$ cat src/bwss_pkg.sv
// Package for the bridge window and secondary status register bank
package bwss_pkg;
	// Register word byte addresses
	localparam logic [7:0] IO_STATUS_ADDR   = 8'h1c;
	localparam logic [7:0] MEM_WINDOW_ADDR  = 8'h20;
	localparam logic [7:0] IO_UPPER_ADDR    = 8'h30;
	localparam logic [7:0] CONTROL_ADDR     = 8'h40;
	localparam logic [7:0] IRQ_MASK_ADDR    = 8'h44;

	// Field positions in the word at 0x1c
	localparam int IO_BASE_LSB   = 4;
	localparam int IO_CAP_LSB    = 8;
	localparam int IO_TOP_LSB    = 12;
	localparam int PAR_BIT       = 24;
	localparam int STA_BIT       = 27;
	localparam int RTA_BIT       = 28;
	localparam int RMA_BIT       = 29;
	localparam int SERR_BIT      = 30;
	localparam int POIS_BIT      = 31;

	// Field positions in the word at 0x20
	localparam int MEM_BASE_LSB  = 4;
	localparam int MEM_TOP_LSB   = 20;

	// Field positions in the control word
	localparam int PER_EN_BIT    = 0;
	localparam int SERR_EN_BIT   = 1;

	// Constant and reset values
	localparam logic [3:0]  IO_ADDR_CAP   = 4'h1;
	localparam logic [3:0]  IO_FIELD_RST  = 4'h0;
	localparam logic [11:0] MEM_FIELD_RST = 12'h000;
	localparam logic [15:0] IO_UPPER_RST  = 16'h0000;
	localparam logic [11:0] IO_LOW_ONES   = 12'hfff;
	localparam logic [11:0] IO_LOW_ZERO   = 12'h000;
	localparam logic [19:0] MEM_LOW_ONES  = 20'hf_ffff;
	localparam logic [19:0] MEM_LOW_ZERO  = 20'h0_0000;
	localparam logic [5:0]  FLAGS_RST     = 6'h00;

	// Error events from the transaction layer, one cycle each
	typedef struct packed {
		logic poisoned_rx;     // Poisoned packet received downstream
		logic err_msg_sent;    // Fatal or nonfatal message sent
		logic rx_ur_cpl;       // Unsupported request completion received
		logic rx_ca_cpl;       // Completer abort completion received
		logic tx_ca_cpl;       // Completed a request with completer abort
		logic parity_err;      // Parity error detected or forwarded
	} bwss_event_type;

	// Window compare request and answer
	typedef struct packed {
		logic [31:0] addr;     // Address under test
	} bwss_probe_type;

	typedef struct packed {
		logic io_hit;          // Address inside the I/O window
		logic mem_hit;         // Address inside the memory window
	} bwss_hit_type;
endpackage

$ cat src/bwss_top.sv
// Bridge window limits, downstream status flags and window compare
// Notes on behaviour
// I/O capability field reads constant 1h.
// I/O top bits 15:12 writable, low ones.
// I/O top 31:16 from upper-half register.
// I/O top address decides I/O forwarding.
// Legacy status bits read zero always.
// Parity error sets bit 24, W1C.
// No parity flag while response disabled.
// Completer abort sent sets bit 27.
// Completer abort received sets bit 28.
// Unsupported request received sets bit 29.
// Error message with enable sets bit 30.
// Poisoned packet received sets bit 31.
// Memory bottom bits 31:20 writable, low zero.
// Memory bottom decides memory forwarding.
// Memory top low bits all ones.
// I/O bottom low bits zero.
// Inclusive window compare; reserved reads zero.
// Write one clears; zero leaves flag. Flags 27..29 here ignore writes and clear only on reset.
//
// Register access over Wishbone was decided locally.
`timescale 1ns/1ps
module bwss_top (
	input  wire logic                    clk,
	input  wire logic                    rstn,
	input  wire logic                    wb_cyc_i,
	input  wire logic                    wb_stb_i,
	input  wire logic                    wb_we_i,
	input  wire logic [7:0]              wb_adr_i,
	input  wire logic [3:0]              wb_sel_i,
	input  wire logic [31:0]             wb_dat_i,
	output logic      [31:0]             wb_dat_o,
	output logic                         wb_ack_o,
	input  wire bwss_pkg::bwss_event_type events,
	input  wire bwss_pkg::bwss_probe_type probe,
	output bwss_pkg::bwss_hit_type       hits,
	output logic                         irq
);
	// Register map, one 32-bit word per offset:
	//   0x1c [7:4] I/O bottom 15:12, [11:8] capability, [15:12] I/O top 15:12,
	//        [24] parity W1C, [27..29] read-only sticky, [30] system error W1C,
	//        [31] poison W1C; every other bit reads zero
	//   0x20 [15:4] memory bottom 31:20, [31:20] memory top 31:20
	//   0x30 [15:0] I/O bottom 31:16, [31:16] I/O top 31:16
	//   0x40 [0] parity error response enable, [1] system_error_report_enable
	//   0x44 interrupt mask in the same bit places as the 0x1c flags
	// The 27..29 flags clear only on reset, so an abort seen once keeps the
	// interrupt up while unmasked; software has to mask it.
	// Multi-byte fields update only when all their lanes are selected, which
	// keeps a field from holding a half-old, half-new window edge.
	// Writable fields
	logic [3:0]  io_base_r, io_base_nxt;        // I/O bottom 15:12
	logic [3:0]  io_top_r, io_top_nxt;          // I/O top 15:12
	logic [15:0] io_base_up_r, io_base_up_nxt;  // I/O bottom 31:16
	logic [15:0] io_top_up_r, io_top_up_nxt;    // I/O top 31:16
	logic [11:0] mem_base_r, mem_base_nxt;      // Memory bottom 31:20
	logic [11:0] mem_top_r, mem_top_nxt;        // Memory top 31:20
	logic        per_en_r, per_en_nxt;          // Parity error response enable
	logic        serr_en_r, serr_en_nxt;        // System error report enable
	logic [5:0]  flags_r, flags_nxt;            // Sticky status, 24 and 27..31
	logic [5:0]  mask_r, mask_nxt;              // Interrupt mask, same layout
	logic        ack_r, ack_nxt;                // Bus acknowledge
	logic [31:0] rdat_r, rdat_nxt;              // Read data
	bwss_pkg::bwss_hit_type hits_r, hits_nxt;   // Registered compare answer

	// Bus decode helpers
	logic        req;
	logic        wr;
	logic [31:0] bmask;
	logic [31:0] wv;
	logic [5:0]  set_v;
	logic [5:0]  clr_v;
	logic [31:0] word_1c;
	logic [31:0] word_20;
	logic [31:0] word_44;      // Mask read view, status layout
	logic [31:0] io_lo;        // I/O window bottom, low bits zero
	logic [31:0] io_hi;        // I/O window top, low bits ones
	logic [31:0] mem_lo;       // Memory window bottom
	logic [31:0] mem_hi;       // Memory window top

	// New request only when no ack is pending, so each cycle acks once
	assign req = wb_cyc_i && wb_stb_i && !ack_r;
	assign wr  = req && wb_we_i;
	assign bmask = {{8{wb_sel_i[3]}}, {8{wb_sel_i[2]}}, {8{wb_sel_i[1]}}, {8{wb_sel_i[0]}}};
	assign wv = wb_dat_i & bmask;

	// Enables are registered, so an event in the cycle of the enable
	// write still sees the old enable.
	// Event vector in flag order: bit0=24, bits1..5=27..31
	always_comb begin
		set_v = {events.poisoned_rx,
			events.err_msg_sent && serr_en_r,
			events.rx_ur_cpl,
			events.rx_ca_cpl,
			events.tx_ca_cpl,
			events.parity_err && per_en_r};
		// Only the write-one-clear flags take clears; 27..29 ignore writes
		clr_v = '0;
		if (wr && wb_adr_i == bwss_pkg::IO_STATUS_ADDR) begin
			clr_v[0] = wv[bwss_pkg::PAR_BIT];
			clr_v[4] = wv[bwss_pkg::SERR_BIT];
			clr_v[5] = wv[bwss_pkg::POIS_BIT];
		end
	end

	// Views are built every cycle; a read picks one by address
	// Read views; unlisted bits including legacy ones stay zero
	always_comb begin
		word_1c = '0;
		word_1c[bwss_pkg::IO_BASE_LSB +: 4] = io_base_r;
		word_1c[bwss_pkg::IO_CAP_LSB +: 4]  = bwss_pkg::IO_ADDR_CAP;
		word_1c[bwss_pkg::IO_TOP_LSB +: 4]  = io_top_r;
		word_1c[bwss_pkg::PAR_BIT] = flags_r[0];
		word_1c[bwss_pkg::STA_BIT +: 5] = flags_r[5:1];
		word_20 = '0;
		word_20[bwss_pkg::MEM_BASE_LSB +: 12] = mem_base_r;
		word_20[bwss_pkg::MEM_TOP_LSB +: 12]  = mem_top_r;
		word_44 = '0;                                      // Same places as the flags
		word_44[bwss_pkg::PAR_BIT] = mask_r[0];
		word_44[bwss_pkg::STA_BIT +: 5] = mask_r[5:1];
	end

	// One request gives exactly one ack; the !ack_r term in req stops a
	// strobe still high in its ack cycle from being taken a second time.
	// Register writes, flags and bus answer
	always_comb begin
		io_base_nxt    = io_base_r;
		io_top_nxt     = io_top_r;
		io_base_up_nxt = io_base_up_r;
		io_top_up_nxt  = io_top_up_r;
		mem_base_nxt   = mem_base_r;
		mem_top_nxt    = mem_top_r;
		per_en_nxt     = per_en_r;
		serr_en_nxt    = serr_en_r;
		mask_nxt       = mask_r;
		// Set wins over a clear in the same cycle
		flags_nxt      = (flags_r & ~clr_v) | set_v;
		ack_nxt        = req;
		rdat_nxt       = rdat_r;
		if (wr) begin
			case (wb_adr_i)
				bwss_pkg::IO_STATUS_ADDR: begin
					if (wb_sel_i[0])
						io_base_nxt = wb_dat_i[bwss_pkg::IO_BASE_LSB +: 4];
					if (wb_sel_i[1])
						io_top_nxt = wb_dat_i[bwss_pkg::IO_TOP_LSB +: 4];
				end
				bwss_pkg::MEM_WINDOW_ADDR: begin
					if (wb_sel_i[1] && wb_sel_i[0])
						mem_base_nxt = wb_dat_i[bwss_pkg::MEM_BASE_LSB +: 12];
					if (wb_sel_i[3] && wb_sel_i[2])
						mem_top_nxt = wb_dat_i[bwss_pkg::MEM_TOP_LSB +: 12];
				end
				bwss_pkg::IO_UPPER_ADDR: begin
					if (wb_sel_i[1] && wb_sel_i[0])
						io_base_up_nxt = wb_dat_i[15:0];
					if (wb_sel_i[3] && wb_sel_i[2])
						io_top_up_nxt = wb_dat_i[31:16];
				end
				bwss_pkg::CONTROL_ADDR: begin
					if (wb_sel_i[0]) begin
						per_en_nxt  = wb_dat_i[bwss_pkg::PER_EN_BIT];
						serr_en_nxt = wb_dat_i[bwss_pkg::SERR_EN_BIT];
					end
				end
				bwss_pkg::IRQ_MASK_ADDR: begin
					if (wb_sel_i[3])
						mask_nxt = {wb_dat_i[bwss_pkg::STA_BIT +: 5], wb_dat_i[bwss_pkg::PAR_BIT]};
				end
				default: begin
					// Unmapped writes are acked and dropped
				end
			endcase
		end
		if (req && !wb_we_i) begin
			case (wb_adr_i)
				bwss_pkg::IO_STATUS_ADDR:  rdat_nxt = word_1c;
				bwss_pkg::MEM_WINDOW_ADDR: rdat_nxt = word_20;
				bwss_pkg::IO_UPPER_ADDR:   rdat_nxt = {io_top_up_r, io_base_up_r};
				bwss_pkg::CONTROL_ADDR:    rdat_nxt = {30'h0000_0000, serr_en_r, per_en_r};
				bwss_pkg::IRQ_MASK_ADDR:   rdat_nxt = word_44;
				default:                   rdat_nxt = 32'h0000_0000;
			endcase
		end
	end

	// Registering the answer costs a cycle but keeps the wide compare
	// off the forwarding path's timing.
	// Window bounds and inclusive compare, registered one cycle
	always_comb begin
		io_lo  = {io_base_up_r, io_base_r, bwss_pkg::IO_LOW_ZERO};
		io_hi  = {io_top_up_r, io_top_r, bwss_pkg::IO_LOW_ONES};
		mem_lo = {mem_base_r, bwss_pkg::MEM_LOW_ZERO};
		mem_hi = {mem_top_r, bwss_pkg::MEM_LOW_ONES};
		hits_nxt.io_hit  = (probe.addr >= io_lo) && (probe.addr <= io_hi);
		hits_nxt.mem_hit = (probe.addr >= mem_lo) && (probe.addr <= mem_hi);
	end

	// Every state bit resets here; there is no asynchronous path,
	// so reset takes effect on the next rising edge.
	// Only registering here, synchronous reset
	always_ff @(posedge clk) begin
		if (!rstn) begin
			io_base_r    <= bwss_pkg::IO_FIELD_RST;
			io_top_r     <= bwss_pkg::IO_FIELD_RST;
			io_base_up_r <= bwss_pkg::IO_UPPER_RST;
			io_top_up_r  <= bwss_pkg::IO_UPPER_RST;
			mem_base_r   <= bwss_pkg::MEM_FIELD_RST;
			mem_top_r    <= bwss_pkg::MEM_FIELD_RST;
			per_en_r     <= 1'b0;
			serr_en_r    <= 1'b0;
			flags_r      <= bwss_pkg::FLAGS_RST;
			mask_r       <= bwss_pkg::FLAGS_RST;
			ack_r        <= 1'b0;
			rdat_r       <= 32'h0000_0000;
			hits_r       <= '0;
		end else begin
			io_base_r    <= io_base_nxt;
			io_top_r     <= io_top_nxt;
			io_base_up_r <= io_base_up_nxt;
			io_top_up_r  <= io_top_up_nxt;
			mem_base_r   <= mem_base_nxt;
			mem_top_r    <= mem_top_nxt;
			per_en_r     <= per_en_nxt;
			serr_en_r    <= serr_en_nxt;
			flags_r      <= flags_nxt;
			mask_r       <= mask_nxt;
			ack_r        <= ack_nxt;
			rdat_r       <= rdat_nxt;
			hits_r       <= hits_nxt;
		end
	end

	assign wb_ack_o = ack_r;
	assign wb_dat_o = rdat_r;
	assign hits     = hits_r;
	// Level interrupt while any unmasked flag stands
	assign irq      = |(flags_r & mask_r);
endmodule

$ cat config.mk
export PLATFORM = sky130hd
export DESIGN_NAME = bwss_top
export DESIGN_NICKNAME = d
export VERILOG_FILES = /design/src/bwss_pkg.sv /design/src/bwss_top.sv
export SDC_FILE = /design/constraint.sdc
export NUM_CORES = 1
export LEC_CHECK = 0
export BUFFER_PORTS_ARGS = -buffer_cell sky130_fd_sc_hd__buf_2
export CORE_MARGIN = 3
export CORE_UTILIZATION = 56
export DETAILED_ROUTE_END_ITERATION = 6
export PLACE_DENSITY = 0.87
export SLEW_MARGIN = 20
export SYNTH_ARGS = -nofsm -noshare
export SYNTH_HDL_FRONTEND = slang
export SYNTH_SLANG_ARGS = --single-unit
$ cat constraint.sdc
create_clock -name clk -period 2.7 [get_ports clk]
set_clock_uncertainty 0.1 [all_clocks]
set_input_delay 0.135 -clock clk [delete_from_list [all_inputs] [get_ports clk]]
set_output_delay 0.135 -clock clk [all_outputs]
set_load 0.01 [all_outputs]
==> run summary <==
status -> finished, final reports clean
Initial Util -> 58.3%
initial antenna violation count -> 0
Mapped Cells -> 728
Synth area leader -> dfxtp_1
leak pwr -> 3.16 nW
power density cells -> 559 nW/um2
HPWL Detailed -> 12800 um
CTS clk-pin slew, worst paths -> 60 ps
PortBufs -> 122
Final Setup Violations -> 0
Hold-fix buffers, CTS -> 45
Netlist Area Pre-Place -> 6100 um2
Die H -> 110 um
Final period util -> 87.6%
Initial DRT Pass Iterations -> 6
Fill cells -> 718
via count -> 6174
commonest non-fill, non-tap cell in the layout -> buf_2
biggest cell delay along the critical path -> 570 ps
max cap viols -> 0
Die W -> 110 um
vias in the first global route -> 6345
hold_ws -> 78.9 ps
worst hold path class -> in -> reg
worst slew pin tran -> 751 ps
Vias/cell -> 5.92
Top FF cell, synth -> dfxtp_1
largest net degree at the start of global routing -> 68
Crit. End Element -> flip-flop
CTS H-Tree Depth -> 4
clk_lat worst skew -> 530 ps
nets@finish -> 1045
Highest Clock Rate -> 0.423 GHz
dpl ws -> 482 ps
Sink Count -> 113
CP Launch Type -> flip-flop
CP cell instances -> and4b_1, and2_0, nand3_1, a21oi_1, dlygate4sd3_1, nor2_1
Synth Area per Inst -> 8.38 um2
wire length per cell -> 18.4 um
drt initial violations -> 589
area of the multi-input gates -> 3400 um2
CTS tree -> done
Hold Path Origin -> wb_adr_i[2]
final count of hold timing violations -> 0
slowest CP cell -> dlygate4sd3_1
post-synthesis sequential area ratio -> 37.1%
peak fanout along the critical path -> 7
total power -> 4.41 mW
FF+latch area -> 2260 um2
Syn Nets -> 879
WS Path Type -> reg -> reg
post-CTS setup buffer count -> 0
fin crit period -> 2370 ps
GPL Wtd Cong -> 0.939
die area -> 12200 um2
post-synth top area share -> 37.1%
DRC errors left -> 0
CTS buffer count -> 17
Routed Antenna Nets -> 0
gr ovfl total -> 0
number of enable flip-flop cells after synthesis -> 0
RR Startpoint -> wb_ack_o
IR drop worst, VDD -> 0.000503 V
# diodes -> 0
Final Max Slew Viols -> 0
Slew Limit Headroom -> 49.9%
CP bufs+invs -> 1
drt total wl -> 19200 um
CP Data Required Time -> 2990 ps
RSZ-0062 raised after global routing -> no
Root Buffer -> clkbuf_8
critical path's top delay family -> simple AND/OR/NAND/NOR gates
post_cts resized -> 0
area grow syn2layout -> 29.3%
post-synth cell types -> 47
I/O Pins -> 123
Cell Rows -> 37
Seq cells post-synth -> 113
ranking of synthesized cells by area -> dfxtp_1, ha_1, mux2i_1
core area -> 10500 um2
gr usage total -> 32.3%
layout cell share with drive strength beyond 1 -> 19.4%
Post-Route Setup TNS -> 0 ps
post-synthesis async set-or-reset flop share -> 0%
yosys warns -> 0
most frequent cells in the layout -> buf_2, dfxtp_1, nand2_1
Critical Path Source -> wb_ack_o
Worst Path Arrival -> 2650 ps
wire length of the first global-routing pass -> 30400 um
clk buf depth -> 2
final worst slack -> 334 ps
metal layers:
metal,wire length [um],vias to the layer above,share of wire (%),track usage (%)
met5,0,-,0,0
li1,-,2904,-,-
met2,9150,343,48,53.4
met3,1740,94,9.0,8.44
met4,926,0,4.8,19.0
met1,7410,2833,39,37.8
tightest hold or removal path, cell delays in order:
cell	delay (ps)
buf_2	110
nor4_1	90
a221oi_1	250
nor3_1	60
report_power, final:
group / internal, mW / switching [mW]
logic: 0.163 / 0.197
registers: 1.68 / 0.00701
clock network: 1.55 / 0.822
total: 3.39 / 1.03
state kept, by name, summed over array words and instances (netlist names):
signal	count
io_base_r	4
io_top_r	4
mask_r	6
mem_top_r	12
io_base_up_r	16
wb_dat_o	32
serr_en_r	1
flags_r	6
per_en_r	1
io_top_up_r	16
hits	2
wb_ack_o	1
mem_base_r	12
per-stage QoR:
| step | cell area [um2] | cells | utilization (%) |
|---|---|---|---|
| 3_3_place_gp | 6810 | 966 | 65.1 |
| 6_report | 7890 | 1043 | 75.4 |
| 5_1_grt | 7890 | 1043 | 75.4 |
| 3_5_place_dp | 6810 | 966 | 65.1 |
| 2_1_floorplan | 6100 | 728 | - |
| 4_1_cts | 7890 | 1043 | 75.4 |
cell type report:
type	instances	area share (%)
Clock buffer	19	5.60
Clock inverter	13	2.33
Inverter	68	3.23
Multi-Input combinational cell	511	43.1
Sequential cell	113	28.7
Tap cell	136	2.16
Timing Repair Buffer	183	15.0
cell usage after synthesis (2+ instances only):
cell,n
o21ai_0,21
o21a_1,2
nand4_1,14
or4_1,2
nor3_1,8
a211o_1,2
nand2_1,103
a211oi_1,2
clkbuf_1,19
and4_1,7
a22o_1,17
dfxtp_1,113
ha_1,64
or3_1,4
a21oi_1,67
inv_1,67
mux2i_1,41
buf_2,8
nor2b_1,3
o211ai_1,2
nand4b_1,3
nand3_1,23
buf_6,4
nor4_1,5
a22oi_1,11
a31oi_1,3
a21o_1,9
nor4_4,2
a221oi_1,11
o21ai_1,2
buf_4,4
and4b_1,3
a222oi_1,3
nor2_1,63
and3_1,4
path summary, 6_finish.rpt:
kind | cells after the start | slack, ps | endpoint
setup / recovery | 6 | 330 | flags_r[5]
hold / removal | 4 | 80 | wb_dat_o[1]
setup reg to reg | 6 | 330 | flags_r[5]
hold reg to reg | 2 | 350 | wb_dat_o[16]
logic make-up (layout without fill, tap and decap cells):
group,count (synthesis),in the layout,synth area share [%]
adder cells (fa/ha/maj),64,64,13.1
AND/OR/NAND/NOR,248,248,19.3
multiplexers,41,41,6.72
flip-flops,113,113,37.1
buffers and inverters,104,283,7.30
AO/OA/AOI/OAI,158,158,16.5
No activity file was read; power rests on OpenSTA's default activity.
